`config.mk`:
```
export PLATFORM = sky130hd
export DESIGN_NAME = bfs_supervisor
export DESIGN_NICKNAME = d
export VERILOG_FILES = /design/src/bfs_supervisor.v /design/src/bfs_channel.v
export VERILOG_INCLUDE_DIRS = /design/src /design/src/src
export SDC_FILE = /design/constraint.sdc
export NUM_CORES = 1
export LEC_CHECK = 0
export CAP_MARGIN = 20
export CORE_AREA = 2 2 209 231
export CTS_CLUSTER_DIAMETER = 120
export DETAILED_ROUTE_END_ITERATION = 8
export DIE_AREA = 0 0 211 233
export DONT_BUFFER_PORTS = 1
export REMOVE_ABC_BUFFERS = 1
export SLEW_MARGIN = 20
export SYNTH_ARGS = -nofsm -noshare
export SYNTH_HDL_FRONTEND = slang
export SYNTH_SLANG_ARGS = --single-unit
```
`constraint.sdc`:
```
create_clock -name sys_clk -period 14.4 [get_ports sys_clk]
set_input_delay 2.16 -clock sys_clk [delete_from_list [all_inputs] [get_ports sys_clk]]
set_output_delay 2.16 -clock sys_clk [all_outputs]
set_load 0.05 [all_outputs]
```
`src/bfs_map.vh`:
```
// Constants shared by the buck fault supervisor design
`ifndef BFS_MAP_VH
`define BFS_MAP_VH
// Overcurrent count limits: low feedback and normal feedback
`define BFS_OCP_LIMIT_LOW 7'd30
`define BFS_OCP_LIMIT_HIGH 7'd118
// Boot capacitor fault qualification counts
`define BFS_BOOT_MISSING_COUNT 7'd7
`define BFS_BOOT_SHORT_COUNT 7'd30
// Enable/sync low qualification in PWM clock counts
`define BFS_ENSYNC_LOW_COUNT 4'd15
// Always-on channel run time after high thermal trip, PWM cycles
`define BFS_LOWQ_DELAY_COUNT 12'd2048
// Leading edge blanking in system clock cycles
`define BFS_BLANK_CYCLES 3'd2
// Diode fault qualification in clock cycles
`define BFS_DIODE_QUAL_CYCLES 2'd1
// Hiccup state encoding
`define BFS_ST_RUN 2'd0
`define BFS_ST_HICCUP 2'd1
`define BFS_ST_RAMP 2'd2
`endif

```
`src/bfs_supervisor.v`:
```
// Top level of the four channel buck fault supervisor
//
// Function
// - Power good low on under/overvoltage of channels two to four.
// - Always-on channel never affects power good.
// - Channels one to three held off while their supply lockout asserts.
// - Low thermal trip latches load switches off, bucks keep running.
// - Low thermal latch clears when load switch enable goes low.
// - High thermal trip latches switches and channels 2-4 off.
// - High thermal latch clears on 15 low enable counts or power cycle.
// - Overcurrent ends the on-pulse; next oscillator tick resumes.
// - Overcurrent ignored during leading edge blanking.
// - Hiccup counter enabled only above soft-start enable level.
// - Count limit 30 with low feedback, else 118.
// - Limit reached sets hiccup latch, pulls compensation, enables sink.
// - Soft start at reset level clears latch, enables source.
// - Switching resumes above ramp offset; hiccups repeat while short.
// - Hiccup after 7 missing-boot or 30 shorted-boot PWM cycles.
// - Boot faults not latched; recovery is automatic.
// - Diode fault: channel one hiccups, channels two to four latch.
// - Diode latch cleared by enable low or supply power cycle.
// - Feedback overvoltage stops switching on any channel.
// - Overvoltage on channels two to four pulls power good low.
// - Overvoltage shutdown is not latched.
// - Channel one enters low quiescent mode 2048 cycles after high trip.
`timescale 1ns/1ps
`default_nettype none
`include "bfs_map.vh"
module bfs_supervisor (
	input wire sys_clk,
	input wire reset_n,
	input wire pwm_tick,
	input wire ensync_in,
	input wire load_switch_enable,
	input wire first_supply_por,
	input wire thermal_low_trip,
	input wire thermal_high_trip,
	input wire [2:0] supply_lockout,
	input wire [3:0] fb_under,
	input wire [3:0] fb_over,
	input wire [3:0] fb_low,
	input wire [3:0] over_current,
	input wire [3:0] ss_above_enable,
	input wire [3:0] ss_below_reset,
	input wire [3:0] ss_above_offset,
	input wire [3:0] boot_missing,
	input wire [3:0] boot_short,
	input wire [3:0] switch_negative,
	output reg [3:0] gate_on,
	output reg [3:0] comp_pull_down,
	output reg [3:0] soft_start_sink,
	output reg [3:0] soft_start_source,
	output reg power_good_out,
	output reg power_good_oe_n,
	output reg load_switch_a,
	output reg load_switch_b,
	output reg low_quiescent_mode
);
	// ==========================================================
	// Reset release and input synchronisers
	// ==========================================================
	// Every comparator and pin input below crosses into the clock domain.
	// Comparators switch on analog edges that bear no relation to sys_clk,
	// so each bit gets its own three-stage chain. A bit is taken as changed
	// only once stages two and three agree, which also rejects a single
	// metastable or glitchy sample that resolves the wrong way.
	// All inputs but pwm_tick and reset_n are packed into one vector so that the chains
	// are written once; the slices further down unpack it again.
	reg [1:0] rst_pipe;
	wire rst_n;
	// Five single bits, ten four-bit groups and the three lockout bits
	localparam NIN = 48;
	wire [NIN-1:0] raw_in;
	reg [NIN-1:0] s1;
	reg [NIN-1:0] s2;
	reg [NIN-1:0] s3;
	reg [NIN-1:0] clean;
	reg [3:0] tick_pipe;

	// Reset released through two flops
	always @(posedge sys_clk or negedge reset_n) begin
		if (!reset_n)
			rst_pipe <= 2'b00;
		else
			rst_pipe <= {rst_pipe[0], 1'b1};
	end
	assign rst_n = rst_pipe[1];

	assign raw_in = {ensync_in, load_switch_enable, first_supply_por,
		thermal_low_trip, thermal_high_trip, fb_under, fb_over, fb_low,
		over_current, ss_above_enable, ss_below_reset, ss_above_offset,
		boot_missing, boot_short, switch_negative, supply_lockout};

	// Three-flop synchronisers; change accepted when stages two and three agree
	always @(posedge sys_clk or negedge rst_n) begin
		if (!rst_n) begin
			s1 <= {NIN{1'b0}};
			s2 <= {NIN{1'b0}};
			s3 <= {NIN{1'b0}};
			clean <= {NIN{1'b0}};
			tick_pipe <= 4'h0;
		end else begin
			s1 <= raw_in;
			s2 <= s1;
			s3 <= s2;
			clean <= (s2 & s3) | (clean & (s2 | s3));
			tick_pipe <= {tick_pipe[2:0], pwm_tick};
		end
	end

	// ==========================================================
	// Filtered input slices
	// ==========================================================
	// Slice positions follow the packing order of raw_in, MSB first.
	// Any new input must be added to both places, and NIN widened.
	// Enable/sync level, low counts toward the latch clear
	wire ens_q = clean[47];
	// Load switch enable, low also clears the low thermal latch
	wire lse_q = clean[46];
	// First supply power cycle, clears the thermal and diode latches
	wire por_q = clean[45];
	// Thermal trip levels
	wire tl_q = clean[44];
	wire th_q = clean[43];
	// Feedback window and low-feedback comparators
	wire [3:0] fbu_q = clean[42:39];
	wire [3:0] fbo_q = clean[38:35];
	wire [3:0] fbl_q = clean[34:31];
	// Cycle current limit comparators
	wire [3:0] oc_q = clean[30:27];
	// Soft-start level comparators
	wire [3:0] sse_q = clean[26:23];
	wire [3:0] ssr_q = clean[22:19];
	wire [3:0] sso_q = clean[18:15];
	// Boot capacitor and switch node fault comparators
	wire [3:0] bm_q = clean[14:11];
	wire [3:0] boot_short_q = clean[10:7];
	wire [3:0] sn_q = clean[6:3];
	// Supply lockout for channels one to three sits in clean[2:0]
	// Hazard: a comparator chattering near its threshold still passes
	// through, only delayed; hysteresis must come from the analog side.
	// ==========================================================
	// Thermal and enable/sync latches
	// ==========================================================
	// The oscillator pulse is used by its rising edge only, so a long
	// pulse still counts as one PWM cycle everywhere downstream.
	wire tick = tick_pipe[2] & ~tick_pipe[3];
	reg [3:0] ens_low_count;
	reg ens_cleared;
	reg thermal_low_latch;
	reg thermal_high_latch;
	reg [11:0] lowq_count;
	wire clear_latch = ens_cleared || por_q;

	// Enable/sync low counted in PWM clocks
	always @(posedge sys_clk or negedge rst_n) begin
		if (!rst_n) begin
			ens_low_count <= 4'h0;
			ens_cleared <= 1'b0;
		end else begin
			if (ens_q)
				ens_low_count <= 4'h0;
			else if (tick && ens_low_count != `BFS_ENSYNC_LOW_COUNT)
				ens_low_count <= ens_low_count + 4'd1;
			ens_cleared <= (ens_low_count == `BFS_ENSYNC_LOW_COUNT);
		end
	end

	// Thermal latches; a trip wins over a clear
	always @(posedge sys_clk or negedge rst_n) begin
		if (!rst_n) begin
			thermal_low_latch <= 1'b0;
			thermal_high_latch <= 1'b0;
			lowq_count <= 12'h000;
		end else begin
			if (tl_q && !th_q)
				thermal_low_latch <= 1'b1;
			else if (!lse_q || clear_latch)
				thermal_low_latch <= 1'b0;
			if (th_q)
				thermal_high_latch <= 1'b1;
			else if (clear_latch)
				thermal_high_latch <= 1'b0;
			if (!thermal_high_latch)
				lowq_count <= 12'h000;
			else if (tick && lowq_count != `BFS_LOWQ_DELAY_COUNT)
				lowq_count <= lowq_count + 12'd1;
		end
	end
	// ==========================================================
	// Channel instances
	// ==========================================================
	wire [3:0] ch_en;
	wire [3:0] ch_gate;
	wire [3:0] ch_comp;
	wire [3:0] ch_sink;
	wire [3:0] ch_src;
	wire [3:0] ch_diode;

	// Lockout on channels one to three, thermal off on two to four.
	// The always-on channel is never switched off by temperature; it
	// only drops into its low quiescent mode after the delay count.
	// Channel four has no supply lockout comparator of its own.
	assign ch_en[0] = !clean[0];
	assign ch_en[1] = !clean[1] && !thermal_high_latch;
	assign ch_en[2] = !clean[2] && !thermal_high_latch;
	assign ch_en[3] = !thermal_high_latch;

	genvar gi;
	generate
		for (gi = 0; gi < 4; gi = gi + 1) begin : g_ch
			bfs_channel #(
				.DIODE_LATCH(gi == 0 ? 0 : 1)
			) u_ch (
				.sys_clk(sys_clk),
				.rst_n(rst_n),
				.enable(ch_en[gi]),
				.pwm_tick(tick),
				.over_current(oc_q[gi]),
				.fb_low(fbl_q[gi]),
				.fb_over(fbo_q[gi]),
				.ss_above_enable(sse_q[gi]),
				.ss_below_reset(ssr_q[gi]),
				.ss_above_offset(sso_q[gi]),
				.boot_missing(bm_q[gi]),
				.boot_short(boot_short_q[gi]),
				.switch_negative(sn_q[gi]),
				.clear_latch(clear_latch),
				.gate_on(ch_gate[gi]),
				.comp_pull_down(ch_comp[gi]),
				.ss_sink(ch_sink[gi]),
				.ss_source(ch_src[gi]),
				.diode_latched(ch_diode[gi])
			);
		end
	endgenerate
	// ==========================================================
	// Registered outputs
	// ==========================================================
	always @(posedge sys_clk or negedge rst_n) begin
		if (!rst_n) begin
			gate_on <= 4'h0;
			comp_pull_down <= 4'h0;
			soft_start_sink <= 4'h0;
			soft_start_source <= 4'h0;
			power_good_out <= 1'b0;
			power_good_oe_n <= 1'b0;
			load_switch_a <= 1'b0;
			load_switch_b <= 1'b0;
			low_quiescent_mode <= 1'b0;
		end else begin
			gate_on <= ch_gate;
			comp_pull_down <= ch_comp | {{3{thermal_high_latch}}, 1'b0};
			soft_start_sink <= ch_sink | {{3{thermal_high_latch}}, 1'b0};
			soft_start_source <= ch_src & ~{{3{thermal_high_latch}}, 1'b0};
			// Only channels two to four can pull power good low.
			// The data bit stays low; the enable decides whether the
			// open-drain pin pulls down or is left to its pull-up.
			power_good_out <= 1'b0;
			power_good_oe_n <= !(|fbu_q[3:1] || |fbo_q[3:1]);
			load_switch_a <= lse_q && !thermal_low_latch &&
				!thermal_high_latch;
			load_switch_b <= lse_q && !thermal_low_latch &&
				!thermal_high_latch;
			low_quiescent_mode <= (lowq_count == `BFS_LOWQ_DELAY_COUNT);
		end
	end
endmodule // bfs_supervisor
`default_nettype wire

```
`src/bfs_channel.v`:
```
// One buck channel: overcurrent, hiccup, boot and diode fault handling
`timescale 1ns/1ps
`default_nettype none
`include "bfs_map.vh"
module bfs_channel #(
	parameter DIODE_LATCH = 1
) (
	input wire sys_clk,
	input wire rst_n,
	input wire enable,
	input wire pwm_tick,
	input wire over_current,
	input wire fb_low,
	input wire fb_over,
	input wire ss_above_enable,
	input wire ss_below_reset,
	input wire ss_above_offset,
	input wire boot_missing,
	input wire boot_short,
	input wire switch_negative,
	input wire clear_latch,
	output reg gate_on,
	output reg comp_pull_down,
	output reg ss_sink,
	output reg ss_source,
	output reg diode_latched
);
	reg [1:0] state;
	reg [1:0] next_state;
	reg [6:0] ocp_count;
	reg [6:0] boot_miss_count;
	reg [6:0] boot_short_count;
	reg [2:0] blank_count;
	reg [1:0] neg_count;
	reg on_pulse;
	wire [6:0] ocp_limit;
	wire ocp_hit;
	wire boot_trip;
	wire diode_event;
	wire hic_trip;
	wire stop_switch;

	// Count limit depends on feedback level
	assign ocp_limit = fb_low ? `BFS_OCP_LIMIT_LOW : `BFS_OCP_LIMIT_HIGH;
	// Current limit counts only after blanking
	assign ocp_hit = on_pulse && over_current && (blank_count == 3'd0);
	assign boot_trip = (boot_miss_count >= `BFS_BOOT_MISSING_COUNT) ||
		(boot_short_count >= `BFS_BOOT_SHORT_COUNT);
	assign diode_event = (neg_count > `BFS_DIODE_QUAL_CYCLES);
	assign hic_trip = (ss_above_enable && (ocp_count >= ocp_limit)) ||
		boot_trip || (diode_event && !DIODE_LATCH);
	// Overvoltage stops switching without latching
	assign stop_switch = fb_over || !enable || diode_latched;

	// Hiccup state sequencing
	always @* begin
		next_state = state;
		case (state)
			`BFS_ST_RUN: begin
				if (hic_trip)
					next_state = `BFS_ST_HICCUP;
			end
			`BFS_ST_HICCUP: begin
				if (ss_below_reset)
					next_state = `BFS_ST_RAMP;
			end
			`BFS_ST_RAMP: begin
				if (ss_above_offset)
					next_state = `BFS_ST_RUN;
			end
			default: next_state = `BFS_ST_RUN;
		endcase
	end

	// State, counters and outputs
	always @(posedge sys_clk or negedge rst_n) begin
		if (!rst_n) begin
			state <= `BFS_ST_RAMP;
			ocp_count <= 7'h00;
			boot_miss_count <= 7'h00;
			boot_short_count <= 7'h00;
			blank_count <= 3'h0;
			neg_count <= 2'h0;
			on_pulse <= 1'b0;
			gate_on <= 1'b0;
			comp_pull_down <= 1'b0;
			ss_sink <= 1'b0;
			ss_source <= 1'b0;
			diode_latched <= 1'b0;
		end else begin
			state <= enable ? next_state : `BFS_ST_RAMP;
			// Diode latch cleared by enable low or supply cycle
			if (DIODE_LATCH && diode_event)
				diode_latched <= 1'b1;
			else if (clear_latch)
				diode_latched <= 1'b0;
			// Negative switch node qualification
			if (switch_negative && neg_count != 2'h3)
				neg_count <= neg_count + 2'd1;
			else if (!switch_negative)
				neg_count <= 2'h0;
			// Counter cleared on disable, low soft start or outside the run state
			if (!enable || !ss_above_enable || state != `BFS_ST_RUN)
				ocp_count <= 7'h00;
			else if (ocp_hit && ocp_count != 7'h7F)
				ocp_count <= ocp_count + 7'd1;
			// Boot faults counted per PWM cycle, never latched
			if (!enable || state != `BFS_ST_RUN) begin
				boot_miss_count <= 7'h00;
				boot_short_count <= 7'h00;
			end else if (pwm_tick) begin
				boot_miss_count <= boot_missing ?
					boot_miss_count + 7'd1 : 7'h00;
				boot_short_count <= boot_short ?
					boot_short_count + 7'd1 : 7'h00;
			end
			// On-pulse starts on tick, ends on limit
			if (stop_switch || state != `BFS_ST_RUN) begin
				on_pulse <= 1'b0;
				blank_count <= 3'h0;
			end else if (pwm_tick) begin
				on_pulse <= 1'b1;
				blank_count <= `BFS_BLANK_CYCLES;
			end else begin
				if (ocp_hit)
					on_pulse <= 1'b0;
				if (blank_count != 3'h0)
					blank_count <= blank_count - 3'd1;
			end
			gate_on <= on_pulse && !stop_switch && !ocp_hit &&
				state == `BFS_ST_RUN;
			comp_pull_down <= (state == `BFS_ST_HICCUP) || diode_latched;
			ss_sink <= (state == `BFS_ST_HICCUP) || diode_latched;
			ss_source <= enable && !diode_latched &&
				state != `BFS_ST_HICCUP;
		end
	end
endmodule // bfs_channel
`default_nettype wire

```
==> qor.txt <==
status = finished, final reports clean
clock sink total = 359
crit start category = flip-flop
fin crit period = 3.63 ns
Post-CTS Setup Inserts = 0
Final setup viols = 0
Mapped Avg Cell Area = 12.0 sq um
share of flip-flops with an asynchronous set or reset = 1.00
Crit Path Max Fanout = 2
#FFs+latches synth = 359
top cell type's share of synthesized area = 0.640
port bufs = 0
vias in the first global route = 8340
Cell variety after synth = 57
utilization after layout = 0.341
WS Path Type = reg2out
Mapped Area = 13900 sq um
Die Wd = 211 um
crit path setup slack, layout = 10.78 ns
via count = 8462
Post-DP HPWL = 15800 um
GRT Max-Usage Layer = met2
met3 Usage GRT = 0.0188
# IOs = 72
Syn Inst Count = 1161
CTS H-tree depth = 2
leakage = 6.55 nW
Worst EP required = 12.24 ns
unrepaired setup endpoints after global routing = no
Commonest cells post-synth = dfrtp_1 (355), nand2_1 (90), a21oi_1 (84)
Routed WL = 24600 um
first-pass GRT wire length = 42000 um
VDD IR max = 0.0000955 V
max-slew violations = 0
most frequent cell after synthesis = dfrtp_1
GRT Resource Usage Total = 0.103
1st-iter DRT viols = 450
Worst Setup End Kind = output port
Clock Pin Slew Worst Setup and Hold Paths = 0.06 ns
slew at the pin with the worst max-slew slack = 0.984 ns
number of synthesized flops with an enable pin = 0
Post-Place Setup Slack = 11.19 ns
met1 GRT Util = 0.137
Clock Tree Buf Depth = 3
die area = 49200 sq um
period utilization = 0.252
top cells by area, synth = dfrtp_1 (64%), ha_1 (4.6%), maj3_1 (3.4%), a21oi_1 (3.0%), nand2_1 (2.4%)
die height = 233 um
total power = 2.28 mW
initial antenna violation count = 0
layout cells sized above 1 = 0.0729
Reg2Reg Setup Slack = 11.45 ns
max_cap viols = 0
P per Cell Area = 143 nW/um^2
prevailing post-synth register cell = dfrtp_1
fmax = 276 MHz
FF-to-FF path depth = 3
area growth from synthesis to layout = 14.3%
Core ar. = 46600 sq um
Rows = 83
FF-to-FF Start = rst_pipe[1]
drt pass-1 iters = 4
largest net degree at the start of global routing = 96
ANT cells = 0
Routed Antenna Nets = 0
Initial Util = 0.298
Rel. slew slack = 0.343
Critical Path AT = 1.47 ns
post-cts gate resize count = 0
clock latency on the worst-skew pair = 0.52 ns
hold slack final = 0.296 ns
HP Class = reg2async
# fillers = 4502
Root Buffer = clkbuf_16
Post-CTS Hold Fix Bufs = 0
routed vias/inst = 4.73
Synth Warn # = 0
area leader, netlist = dfrtp_1
RD Place Congestion = 0.760
setup TNS = 0 ns
CTS tree = yes
Inserted Clock Buffers = 38
R2R Path End = s3[26]
Hold Vio Cnt, Final = 0
grt met2 use = 0.170
Seq/Total Area, Yosys = 0.647
overflow left after global routing = 0
Routed WL per cell = 13.7 um
skew final = 0.00730 ns
# nets final = 1268
Residual DRC = 0
==> sequential cells by signal, summed over array words and instances, names as in the netlist, 8 cells and up <==
signal,count
g_ch.u_ch.ocp_count,28
s1,47
g_ch.u_ch.boot_miss_count,28
g_ch.u_ch.neg_count,8
g_ch.u_ch.blank_count,12
s3,47
lowq_count,12
g_ch.u_ch.state,8
clean,47
s2,47
g_ch.u_ch.boot_short_count,28
==> cells by family after synthesis <==
| logic type | Yosys count | share of synthesized area |
|---|---|---|
| xor+xnor | 32 | 0.0202 |
| fa+ha+maj | 98 | 0.0798 |
| flops | 359 | 0.647 |
| compound gates | 199 | 0.0862 |
| other cells | 2 | 0.000541 |
| buf+inv | 91 | 0.0263 |
| simple gates | 380 | 0.140 |
==> cell type report <==
class	count	area, sq um	share of cell area
Clock buffer	48	1060	0.0669
Clock inverter	20	275	0.0173
Inverter	49	184	0.0116
Multi-Input combinational cell	711	4550	0.286
Sequential cell	359	8990	0.566
Tap cell	595	744	0.0469
Timing Repair Buffer	7	72.6	0.00457
==> through the flow <==
step	cell area, sq um	instances
floorplan	13700	1119
global placement	14500	1720
detailed placement	14500	1720
CTS	15900	1788
global route	15900	1789
finish	15900	1789
==> cells in the final DEF, fill, tap and decap left out, types with 4 or more instances in the layout <==
cell        Yosys  layout
xor2_1         13      13
clkinv_2        0       5
nand4_1        18      18
o21a_1          9       9
a31oi_1         9       9
dfrtp_1       355     354
or3_1           6       6
bufinv_16       0       6
nor4_1         17      17
and4_1          4       4
nor2b_1        12      11
nand2_1        90      90
or2_2           4       4
clkbuf_16       0      41
dfstp_2         4       4
xnor2_1        19      19
maj3_1         47      47
o221ai_1        5       5
a211oi_1       15      15
a21oi_1        84      84
clkinvlp_4      0       7
a21o_1         11      11
clkbuf_1       29       6
nor3_1         34      34
and2_1         20      20
buf_4           6       6
nand3_1        55      55
nand3b_1       10      10
or4_1           6       6
and3_1         11      11
inv_1          49      49
o21ai_0        43      43
ha_1           51      51
nor3b_1        10      10
nor2_1         71      71
==> worst max-delay path by stage <==
| stage | endpoint | start | cells past startpoint |
|---|---|---|---|
| 4_1_cts | soft_start_sink[3] | soft_start_sink[3] | 0 |
| 5_1_grt | soft_start_sink[3] | soft_start_sink[3] | 0 |
| 3_5_place_dp | s3[26] | rst_pipe[1] | 3 |
| 6_report | soft_start_sink[3] | soft_start_sink[3] | 0 |
| 2_1_floorplan | clean[0] | rst_pipe[1] | 0 |
| 3_3_place_gp | g_ch[3].u_ch.ocp_count[4] | rst_pipe[1] | 3 |
==> per-layer routing <==
| metal | routed length [um] | vias to the layer above |
|---|---|---|
| met4 | 499 | 0 |
| li1 | - | 4069 |
| met1 | 11300 | 4224 |
| met2 | 11900 | 131 |
| met5 | 0 | - |
| met3 | 962 | 38 |
==> where the power goes <==
| group | switching [mW] | internal [mW] | total, mW |
|---|---|---|---|
| clock | 0.395 | 0.634 | 1.03 |
| sequential | 0.0715 | 1.07 | 1.14 |
| combinational | 0.0644 | 0.0439 | 0.108 |
(Power assumes the default switching activity.)
